File: src/dsm_pkg.sv
// package: constants, types and helpers for the drive start-up command block
//------------------------------------------------------------------------------
// How it works
// - panel lock accepts 0/1, 1 blocks panel edits
// - in-position window 0..32767 counts
// - motion output and in-position follow window
// - start-up mode codes 1..10 decoded to behaviour
// - mode 2 like 7 without auto-run
// - modes 1 and 3 ignore host commands
// - timely 00 enters host mode, mode kept
// - start-up mode write saved to storage at once
// - program download sets mode 1
// - download with auto-run sets mode 7
// - probe energizes motor at max rated current
// - probe at power-up, trigger command, probe command
// - start-up peak write sets working and saves
//------------------------------------------------------------------------------
package dsm_pkg;

  //----------------------------------------------------------------------------
  // register byte offsets
  //----------------------------------------------------------------------------
  localparam logic [7:0] OFS_LOCK = 8'h00;
  localparam logic [7:0] OFS_WINDOW = 8'h04;
  localparam logic [7:0] OFS_MODE = 8'h08;
  localparam logic [7:0] OFS_PEAK_PU = 8'h0C;
  localparam logic [7:0] OFS_PEAK = 8'h10;
  localparam logic [7:0] OFS_CTRL = 8'h14;
  localparam logic [7:0] OFS_MCFG = 8'h18;
  localparam logic [7:0] OFS_STATUS = 8'h1C;

  // control and status bit positions
  localparam int CTRL_PROBE = 0;
  localparam int CTRL_TRIG = 1;
  localparam int CTRL_SAVE = 2;
  localparam int ST_INPOS = 0;
  localparam int ST_PROBE = 1;
  localparam int ST_HOST = 2;
  localparam int ST_BAD = 3;

  // start-up mode codes
  localparam logic [3:0] MODE_PROG = 4'h1;
  localparam logic [3:0] MODE_HOST_EN = 4'h2;
  localparam logic [3:0] MODE_TUNE = 4'h3;
  localparam logic [3:0] MODE_HOST_DIS = 4'h5;
  localparam logic [3:0] MODE_AUTORUN = 4'h7;
  localparam logic [3:0] MODE_MB_EN = 4'h8;
  localparam logic [3:0] MODE_MB_RUN = 4'h9;
  localparam logic [3:0] MODE_MB_DIS = 4'hA;

  // values after reset, and the window maximum
  localparam logic LOCK_RST = 1'b0;
  localparam logic [14:0] WINDOW_RST = 15'h000A;
  localparam logic [15:0] PEAK_RST = 16'h0000;
  localparam logic [14:0] WINDOW_MAX = 15'h7FFF;

  // storage commit selector
  localparam logic NV_SEL_MODE = 1'b0;
  localparam logic NV_SEL_PEAK = 1'b1;

  // reply window for the double-zero answer
  localparam int ZERO_WAIT_MS = 2000;
  localparam int CLK_KHZ = 25000;
  localparam int ZERO_WAIT_CYC = ZERO_WAIT_MS * CLK_KHZ;

  typedef enum logic [1:0] {
    ST_BOOT = 2'b00,
    ST_WAIT = 2'b01,
    ST_HOSTM = 2'b10,
    ST_MUTE = 2'b11
  } dsm_boot_e;

  // byte-lane merge into a 16-bit setting
  function automatic logic [15:0] dsm_merge(input logic [15:0] old,
      input logic [31:0] wd, input logic [3:0] be);
    dsm_merge = {be[1] ? wd[15:8] : old[15:8], be[0] ? wd[7:0] : old[7:0]};
  endfunction : dsm_merge

  function automatic logic dsm_mode_quiet(input logic [3:0] m);
    dsm_mode_quiet = (m == MODE_PROG) || (m == MODE_TUNE);
  endfunction : dsm_mode_quiet

  function automatic logic dsm_mode_autorun(input logic [3:0] m);
    dsm_mode_autorun = (m == MODE_AUTORUN) || (m == MODE_MB_RUN);
  endfunction : dsm_mode_autorun

  function automatic logic dsm_mode_valid(input logic [3:0] m);
    dsm_mode_valid = (m >= MODE_PROG) && (m <= MODE_MB_DIS);
  endfunction : dsm_mode_valid

endpackage : dsm_pkg

File: src/dsm_inpos.sv
// in-position window compare and motion output
`timescale 1ns/1ps
`default_nettype none
module dsm_inpos
  import dsm_pkg::*;
(
  input wire logic clk_i,
  input wire logic rstn_i,
  input wire logic signed [15:0] pos_err_i,
  input wire logic [14:0] window_i,
  input wire logic move_active_i,
  input wire logic pol_i,
  output logic in_pos_o,
  output logic motion_o
);

  typedef struct packed {
    logic in_pos;
    logic motion;
  } dsm_inpos_s;

  dsm_inpos_s s_ff;
  dsm_inpos_s nxt_s;
  logic [16:0] mag;
  logic in_range;

  // magnitude kept 17 bits wide so -32768 does not wrap
  assign mag = pos_err_i[15] ? 17'(-{pos_err_i[15], pos_err_i})
                             : {1'b0, pos_err_i};
  assign in_range = mag <= {2'b00, window_i};

  // motion output holds its set level while a move is active, until in position
  always_comb begin
    nxt_s = s_ff;
    nxt_s.in_pos = in_range;
    nxt_s.motion = (move_active_i && !in_range) ? pol_i : !pol_i;
  end

  always_ff @(posedge clk_i) begin
    if (!rstn_i) begin
      s_ff <= '0;
    end else begin
      s_ff <= nxt_s;
    end
  end

  assign in_pos_o = s_ff.in_pos;
  assign motion_o = s_ff.motion;
endmodule : dsm_inpos
`default_nettype wire

File: src/dsm_probe.sv
// motor probe sequencer at maximum rated current
`timescale 1ns/1ps
`default_nettype none
module dsm_probe
  import dsm_pkg::*;
#(
  parameter int CUR_W = 16
) (
  input wire logic clk_i,
  input wire logic rstn_i,
  input wire logic start_i,
  input wire logic done_i,
  input wire logic [CUR_W-1:0] max_cur_i,
  output logic probe_en_o,
  output logic [CUR_W-1:0] probe_cur_o
);

  typedef enum logic {PR_IDLE = 1'b0, PR_RUN = 1'b1} dsm_probe_e;

  typedef struct packed {
    dsm_probe_e st;
    logic [CUR_W-1:0] cur;
  } dsm_probe_s;

  dsm_probe_s s_ff;
  dsm_probe_s nxt_s;

  // a start while running is dropped: one probe covers it
  always_comb begin
    nxt_s = s_ff;
    case (s_ff.st)
      PR_IDLE: begin
        if (start_i) begin
          nxt_s.st = PR_RUN;
          nxt_s.cur = max_cur_i; // full rated current
        end
      end
      PR_RUN: begin
        if (done_i) begin
          nxt_s.st = PR_IDLE;
          nxt_s.cur = '0;
        end
      end
      default: nxt_s.st = PR_IDLE;
    endcase
  end

  always_ff @(posedge clk_i) begin
    if (!rstn_i) begin
      s_ff <= '0;
    end else begin
      s_ff <= nxt_s;
    end
  end

  assign probe_en_o = (s_ff.st == PR_RUN);
  assign probe_cur_o = s_ff.cur;
endmodule : dsm_probe
`default_nettype wire

File: src/dsm_top.sv
// drive start-up mode and parameter command block with avalon slave
//
// The Avalon-MM interface to the registers and the placing of the registers are this design's own decisions.
`timescale 1ns/1ps
`default_nettype none
module dsm_top
  import dsm_pkg::*;
#(
  parameter int ZERO_CYC = ZERO_WAIT_CYC
) (
  input wire logic clk_i,
  input wire logic rstn_i,
  input wire logic [7:0] avs_address_i,
  input wire logic avs_read_i,
  input wire logic avs_write_i,
  input wire logic [31:0] avs_writedata_i,
  input wire logic [3:0] avs_byteenable_i,
  output logic [31:0] avs_readdata_o,
  output logic avs_waitrequest_o,
  input wire logic [3:0] nv_mode_i,
  input wire logic zero_reply_i,
  input wire logic download_i,
  input wire logic download_autorun_i,
  input wire logic panel_wr_i,
  input wire logic [14:0] panel_data_i,
  input wire logic signed [15:0] pos_err_i,
  input wire logic move_active_i,
  input wire logic [15:0] max_cur_i,
  input wire logic probe_done_i,
  output logic panel_lock_o,
  output logic [15:0] peak_cur_o,
  output logic nv_we_o,
  output logic nv_sel_o,
  output logic [15:0] nv_data_o,
  output logic pwrup_pkt_o,
  output logic autorun_o,
  output logic host_cmd_o,
  output logic drive_en_o,
  output logic modbus_o,
  output logic in_position_o,
  output logic motion_o,
  output logic probe_en_o,
  output logic [15:0] probe_cur_o
);

  //----------------------------------------------------------------------------
  // state
  //----------------------------------------------------------------------------
  typedef struct packed {
    dsm_boot_e boot;
    logic [31:0] tmr;
    logic lock;
    logic [14:0] window;
    logic [3:0] mode;
    logic [15:0] peak;
    logic motion_pol;
    logic bad;
    logic waitreq;
    logic [31:0] rdata;
    logic nv_we;
    logic nv_sel;
    logic [15:0] nv_data;
    logic pkt;
    logic autorun;
    logic probe_go;
    logic host_act;
    logic drive_en;
    logic modbus;
  } dsm_state_s;

  dsm_state_s s_ff;
  dsm_state_s nxt_s;
  logic req;
  logic wr_go;
  logic [15:0] wv;
  logic inpos;
  logic probe_busy;

  assign req = avs_read_i || avs_write_i;
  // a write lands on the edge where waitrequest is seen low
  assign wr_go = avs_write_i && !s_ff.waitreq;
  assign wv = dsm_merge(16'h0000, avs_writedata_i, avs_byteenable_i);

  //----------------------------------------------------------------------------
  // next state
  //----------------------------------------------------------------------------
  always_comb begin
    nxt_s = s_ff;
    nxt_s.nv_we = 1'b0;
    nxt_s.pkt = 1'b0;
    nxt_s.autorun = 1'b0;
    nxt_s.probe_go = 1'b0;

    // start-up sequence
    case (s_ff.boot)
      ST_BOOT: begin
        nxt_s.mode = nv_mode_i;
        nxt_s.probe_go = 1'b1; // probe once at power-up
        // mode 2 never auto-runs, 7 and 9 do
        nxt_s.autorun = dsm_mode_autorun(nv_mode_i);
        nxt_s.drive_en = (nv_mode_i != MODE_HOST_DIS) &&
                         (nv_mode_i != MODE_MB_DIS);
        nxt_s.modbus = (nv_mode_i >= MODE_MB_EN) &&
                       (nv_mode_i <= MODE_MB_DIS);
        if (dsm_mode_quiet(nv_mode_i)) begin
          nxt_s.boot = ST_WAIT; // quiet modes announce themselves
          nxt_s.pkt = 1'b1;
          nxt_s.tmr = '0;
        end else begin
          nxt_s.boot = ST_HOSTM;
          nxt_s.host_act = 1'b1;
        end
      end
      ST_WAIT: begin
        // the far end answers 00 inside the window
        if (zero_reply_i) begin
          nxt_s.boot = ST_HOSTM; // stored mode untouched
          nxt_s.host_act = 1'b1;
        end else if (s_ff.tmr == 32'(ZERO_CYC - 1)) begin
          nxt_s.boot = ST_MUTE; // window missed, stay deaf
        end else begin
          nxt_s.tmr = s_ff.tmr + 32'h0000_0001;
        end
      end
      ST_HOSTM: nxt_s.host_act = 1'b1;
      ST_MUTE: nxt_s.host_act = 1'b0;
      default: nxt_s.boot = ST_BOOT;
    endcase

    // bus handshake: one wait cycle, then a single answer cycle
    nxt_s.waitreq = 1'b1;
    if (req && s_ff.waitreq) begin
      nxt_s.waitreq = 1'b0;
      nxt_s.rdata = 32'h0000_0000;
      if (avs_read_i && s_ff.host_act) begin
        case (avs_address_i) // reads return the live value
          OFS_LOCK: nxt_s.rdata = {31'h0, s_ff.lock};
          OFS_WINDOW: nxt_s.rdata = {17'h0, s_ff.window};
          OFS_MODE: nxt_s.rdata = {28'h0, s_ff.mode};
          OFS_PEAK_PU: nxt_s.rdata = {16'h0, s_ff.peak};
          OFS_PEAK: nxt_s.rdata = {16'h0, s_ff.peak};
          OFS_MCFG: nxt_s.rdata = {31'h0, s_ff.motion_pol};
          OFS_STATUS: nxt_s.rdata = {28'h0, s_ff.bad, s_ff.host_act,
                                     probe_busy, inpos};
          default: nxt_s.rdata = 32'h0000_0000;
        endcase
      end
    end

    // register writes, dropped while host commands are ignored
    if (wr_go && s_ff.host_act) begin
      case (avs_address_i)
        OFS_LOCK: begin
          if (wv <= 16'h0001) begin
            nxt_s.lock = wv[0]; // only 0 or 1 taken
          end else begin
            nxt_s.bad = 1'b1;
          end
        end
        OFS_WINDOW: begin
          if (wv[15] == 1'b0) begin
            nxt_s.window = wv[14:0]; // 0..32767 counts
          end else begin
            nxt_s.bad = 1'b1;
          end
        end
        OFS_MODE: begin
          if (dsm_mode_valid(wv[3:0]) && wv[15:4] == 12'h000) begin
            nxt_s.mode = wv[3:0];
            nxt_s.nv_we = 1'b1; // committed without a save
            nxt_s.nv_sel = NV_SEL_MODE;
            nxt_s.nv_data = {12'h000, wv[3:0]};
          end else begin
            nxt_s.bad = 1'b1;
          end
        end
        OFS_PEAK_PU: begin
          nxt_s.peak = wv; // working value and saved copy
          nxt_s.nv_we = 1'b1;
          nxt_s.nv_sel = NV_SEL_PEAK;
          nxt_s.nv_data = wv;
        end
        OFS_PEAK: nxt_s.peak = wv;
        OFS_CTRL: begin
          // probe command and trigger command both start a probe
          if (wv[CTRL_PROBE] || wv[CTRL_TRIG]) begin
            nxt_s.probe_go = 1'b1;
          end
          if (wv[CTRL_SAVE]) begin
            nxt_s.nv_we = 1'b1;
            nxt_s.nv_sel = NV_SEL_PEAK;
            nxt_s.nv_data = s_ff.peak;
          end
        end
        OFS_MCFG: nxt_s.motion_pol = wv[0];
        OFS_STATUS: begin
          if (wv[ST_BAD]) begin
            nxt_s.bad = 1'b0;
          end
        end
        default: nxt_s.bad = s_ff.bad;
      endcase
    end

    // front-panel edits only while unlocked
    if (panel_wr_i && !s_ff.lock) begin
      nxt_s.window = panel_data_i;
    end

    // a download overrides any same-cycle storage write
    if (download_i) begin
      nxt_s.mode = download_autorun_i ? MODE_AUTORUN : MODE_PROG;
      nxt_s.nv_we = 1'b1;
      nxt_s.nv_sel = NV_SEL_MODE;
      nxt_s.nv_data = download_autorun_i ? {12'h000, MODE_AUTORUN}
                                         : {12'h000, MODE_PROG};
    end
  end

  //----------------------------------------------------------------------------
  // state register
  //----------------------------------------------------------------------------
  always_ff @(posedge clk_i) begin
    if (!rstn_i) begin
      s_ff <= '0;
      s_ff.boot <= ST_BOOT;
      s_ff.lock <= LOCK_RST;
      s_ff.window <= WINDOW_RST;
      s_ff.peak <= PEAK_RST;
      s_ff.waitreq <= 1'b1;
    end else begin
      s_ff <= nxt_s;
    end
  end

  //----------------------------------------------------------------------------
  // sub-blocks
  //----------------------------------------------------------------------------
  dsm_inpos u_inpos (
    .clk_i(clk_i),
    .rstn_i(rstn_i),
    .pos_err_i(pos_err_i),
    .window_i(s_ff.window),
    .move_active_i(move_active_i),
    .pol_i(s_ff.motion_pol),
    .in_pos_o(inpos),
    .motion_o(motion_o)
  );

  dsm_probe #(.CUR_W(16)) u_probe (
    .clk_i(clk_i),
    .rstn_i(rstn_i),
    .start_i(s_ff.probe_go),
    .done_i(probe_done_i),
    .max_cur_i(max_cur_i),
    .probe_en_o(probe_busy),
    .probe_cur_o(probe_cur_o)
  );

  //----------------------------------------------------------------------------
  // outputs, all from flops
  //----------------------------------------------------------------------------
  assign avs_readdata_o = s_ff.rdata;
  assign avs_waitrequest_o = s_ff.waitreq;
  assign panel_lock_o = s_ff.lock;
  assign peak_cur_o = s_ff.peak;
  assign nv_we_o = s_ff.nv_we;
  assign nv_sel_o = s_ff.nv_sel;
  assign nv_data_o = s_ff.nv_data;
  assign pwrup_pkt_o = s_ff.pkt;
  assign autorun_o = s_ff.autorun;
  assign host_cmd_o = s_ff.host_act;
  assign drive_en_o = s_ff.drive_en;
  assign modbus_o = s_ff.modbus;
  assign in_position_o = inpos;
  assign probe_en_o = probe_busy;
endmodule : dsm_top
`default_nettype wire

File: config.mk
export PLATFORM = sky130hd
export DESIGN_NAME = dsm_top
export DESIGN_NICKNAME = d
export VERILOG_FILES = /design/src/dsm_pkg.sv /design/src/dsm_inpos.sv /design/src/dsm_probe.sv /design/src/dsm_top.sv
export SDC_FILE = /design/constraint.sdc
export NUM_CORES = 1
export LEC_CHECK = 0
export BUFFER_PORTS_ARGS = -buffer_cell sky130_fd_sc_hd__clkbuf_2
export CAP_MARGIN = 20
export CORE_AREA = 8 8 160 102
export DETAILED_ROUTE_END_ITERATION = 7
export DIE_AREA = 0 0 168 110
export PLACE_DENSITY = 0.83
export SLEW_MARGIN = 10
export SYNTH_ARGS = -nofsm -noshare
export SYNTH_HDL_FRONTEND = slang
export SYNTH_SLANG_ARGS = --single-unit
File: constraint.sdc
create_clock -name clk_i -period 4.3 [get_ports clk_i]
set_input_delay 0.645 -clock clk_i [delete_from_list [all_inputs] [get_ports clk_i]]
set_output_delay 0.645 -clock clk_i [all_outputs]
set_load 0.05 [all_outputs]
==> flow_metrics.py <==
metrics = {
    "drt": {
        "maxUsedRoutingLayer": "met4",
        "routed_wl_met3_um": 3140,
        "detail_route.iter0.violations": 654,
        "drc_errors": 0,
        "vias": 6927,
        "post_detailed_route_count_of_antenna_violating_nets": 0,
        "viasPerCell": 5.86,
        "wl_um": 21500,
        "post_drt_wl_per_cell_um": 18.1,
        "routedLengthMet1_um": 9440,
        "drt_first_pass_iters": 8,
        "met2WireLength_um": 8520,
    },
    "grt": {
        "grt_start_max_net_pins": 52,
        "antenna_found_initial": 0,
        "first_global_vias": 6296,
        "grt_first_pass_wirelength_um": 33300,
        "total_grt_usage": 0.227,
        "grt-ovfl-total": 0,
    },
    "clock_network": {
        "cts_root_buf": "clkbuf_16",
        "cts_htree_levels": 4,
        "cts-root-to-sink-buffers": 2,
        "cts_repair_resize_count": 0,
        "clk_latency_ns": 0.42,
        "tritoncts": "yes",
        "postCtsHoldBufs": 0,
        "cts_made_buffers": 17,
        "clk_pin_slew_worst_paths_ns": 0.06,
        "clkSinkCount": 132,
        "post_cts_buffers": 0,
    },
    "synth": {
        "yosysUniqueCellTypes": 69,
        "post-synth-top-count-cell": "dfxtp_1",
        "synthesis.instances": 897,
        "synth_edf_count": 0,
        "synthDominantCellAreaShare": 0.368,
        "synth_area_leaders": "dfxtp_1 (37%), buf_4 (6.7%), nor2_1 (6.4%), nand2_1 (4.5%), xnor2_1 (4.4%)",
        "ys_ff_latch": 132,
        "yosysWarnings": 0,
        "synth.cells.most_frequent": "dfxtp_1 (132), nor2_1 (122), nand2_1 (86)",
        "synth.largest_area_cell": "dfxtp_1",
        "synth.yosys.seq_area_share": 0.368,
        "synth-async-reset-ratio": 0,
        "ys_dominant_reg_cell": "dfxtp_1",
        "total_standard_cell_area_after_synthesis_sq_mm": 0.00718,
        "synthesis.area_per_instance_sq_um": 8.01,
    },
    "status": {
        "outcome": "finished, final reports clean",
    },
    "floorplanning": {
        "dieArea_sq_mm": 0.0185,
        "placementRows": 34,
        "floorplan.initialDensity": 0.513,
        "die_h_um": 110,
        "io_pins": 197,
        "placeableCoreArea_sq_mm": 0.0140,
        "die-width_um": 168,
    },
    "critical_path": {
        "cell_family_with_the_largest_share_of_critical_path_delay": "simple AND/OR/NAND/NOR gates",
        "rr_worst_depth": 7,
        "crit_path_max_fanout": 5,
        "cp_num_cells": 13,
        "crit_path_launch_type": "primary input",
        "required_ns": 4.65,
        "worst-endpoint-arrival_ns": 3.95,
        "cp_num_buf_inv": 1,
        "cell_by_cell_trace_of_the_critical_path": "clkbuf_2 -> or4_1 -> or3_1 -> or2_2 -> o21ai_0 -> xnor2_1 -> ha_1 -> and2_1 -> nand3_1 -> nor4_1 -> o32ai_1 -> a32oi_1 -> mux2i_1",
        "timing_worst_setup_path_type": "primary input to flip-flop",
        "critical_path.slowest_cell": "or4_1",
        "cp-end-kind": "flip-flop",
        "worst_path_largest_cell_delay_ns": 0.57,
    },
    "pwr": {
        "power_per_cell_area_mw_per_mm2": 406,
        "power.static_leakage_uw": 0.00328,
        "ir_drop_v": 0.000258,
    },
    "layout": {
        "fin_nets": 1111,
        "n_antenna_cell": 0,
        "area.growth.synth_to_final_pct": 15.9,
        "drive_gt1_frac": 0.217,
    },
    "sta": {
        "final_report_hold_violation_count": 0,
        "sum_neg_setup_slack_ns": 0,
        "grt_setup_unrepaired": "false",
        "fmaxAchievable_mhz": 277,
        "fin_crit_ns": 3.60,
        "min_period_over_period": 0.838,
        "worst_pin_slew_ns": 1.04,
        "max-slew-margin-rel": 0.304,
        "skew_ns": 0.0139,
        "report.final.slew_viol_count": 0,
        "timing.hold.ws_ns": 0.428,
        "setup_viol_count_final": 0,
    },
    "placement": {
        "gp_routability_congestion": 0.956,
        "hpwl_um": 15900,
        "portBuffers": 162,
    },
    "hold_path": {
        "class_of_the_tightest_hold_or_removal_check": "primary input to flip-flop",
        "hold_depth": 2,
    },
    "job": {
        "max_cap_violations": 0,
    },
}
## report_power, final
group	switching [uW]	internal, uW	leakage, uW	total [uW]
clock	594	1100	0.000331	1690
sequential	24.2	1250	0.00107	1280
combinational	279	126	0.00187	405
total	898	2480	0.00328	3380
## state kept, by name, summed over array words and instances, names as in the netlist
register	flops
autorun_o	1
avs_readdata_o	16
avs_waitrequest_o	1
drive_en_o	1
host_cmd_o	1
modbus_o	1
nv_data_o	16
nv_sel_o	1
nv_we_o	1
panel_lock_o	1
peak_cur_o	16
pwrup_pkt_o	1
s_ff	56
u_inpos.in_pos_o	1
u_inpos.motion_o	1
u_probe.probe_cur_o	16
u_probe.probe_en_o	1
## final timing paths
| kind | to | slack [ns] | startpoint |
|---|---|---|---|
| min | u_probe.probe_en_o$_SDFF_PN0_ | 0.43 | probe_done_i |
| min reg2reg | nv_data_o[13]$_SDFFE_PN0P_ | 0.47 | nv_data_o[13]$_SDFFE_PN0P_ |
| max | u_inpos.motion_o$_SDFF_PN0_ | 0.70 | pos_err_i[5] |
| max reg2reg | s_ff[116]$_SDFFE_PN0P_ | 1.69 | s_ff[127]$_SDFFE_PN0P_ |
## metal layers
| layer | GRT usage | up-vias |
|---|---|---|
| li1 | - | 3287 |
| met1 | 0.304 | 3202 |
| met2 | 0.320 | 403 |
| met3 | 0.101 | 35 |
| met4 | 0.0729 | 0 |
| met5 | 0.0128 | - |
## cell usage in the layout, fill, tap and decap left out, types with 5 or more instances in the layout
master     netlist  routed
a32oi_1         14      14
a22oi_1         37      37
a21oi_1         55      54
or3_1            5       5
o211ai_1        17      17
o21ai_0         38      38
nand2_1         86      86
ha_1            17      17
nand2b_1         8       8
nor4_1          15      15
o2bb2ai_1       14      14
clkbuf_16        0      17
mux2i_1          8       8
nand3_1         29      29
dfxtp_1        132     132
buf_4           64       8
inv_1           27      26
nor3_1          18      18
clkbuf_2         0     162
nand4_1         11      11
or4_1            5       5
and3_1           6       6
nor2_1         122     122
and2_1           6       6
conb_1           1      16
xnor2_1         36      36
nor4b_1          5       5
bufinv_16        0       6
xor2_1           6       6
## metrics by stage
stage | total power, uW | util | worst slack, ns | cell area [sq um] | instances
after detailed placement | 1700 | 0.545 | 0.393 | 7620 | 1149
after floorplan | 1580 | - | 0.840 | 7240 | 912
final | 3380 | 0.594 | 0.696 | 8320 | 1182
after CTS | 3360 | 0.593 | 0.775 | 8300 | 1181
after global placement | 1690 | 0.545 | 0.478 | 7620 | 1149
after global routing | 3470 | 0.594 | 0.552 | 8320 | 1182
## logic make-up after synthesis
logic type	synth area share
DFF	0.368
adders and majority gates	0.0296
muxes	0.0112
other	0.000522
xor gates and xnor gates	0.0512
AOI/OAI and AO/OA	0.193
and+or+nand+nor	0.233
buffers and inverters	0.113
## worst register-to-register path: cells and delay by family, from the launching register on
family | cells | cell delay, ns
buf+inv | 1 | 0.22
flops | 1 | 0.42
xor+xnor | 1 | 0.14
compound gates | 1 | 0.11
simple gates | 4 | 1.62
## cell type report
| class | count | area [sq um] |
|---|---|---|
| Clock buffer | 18 | 429 |
| Inverter | 27 | 101 |
| Tap cell | 180 | 225 |
| Multi-Input combinational cell | 640 | 3790 |
| Fill cell | 1214 | 5680 |
| Timing Repair Buffer | 171 | 886 |
| Sequential cell | 132 | 2640 |
| Clock inverter | 14 | 249 |
No activity file was read; power rests on OpenSTA's default activity.
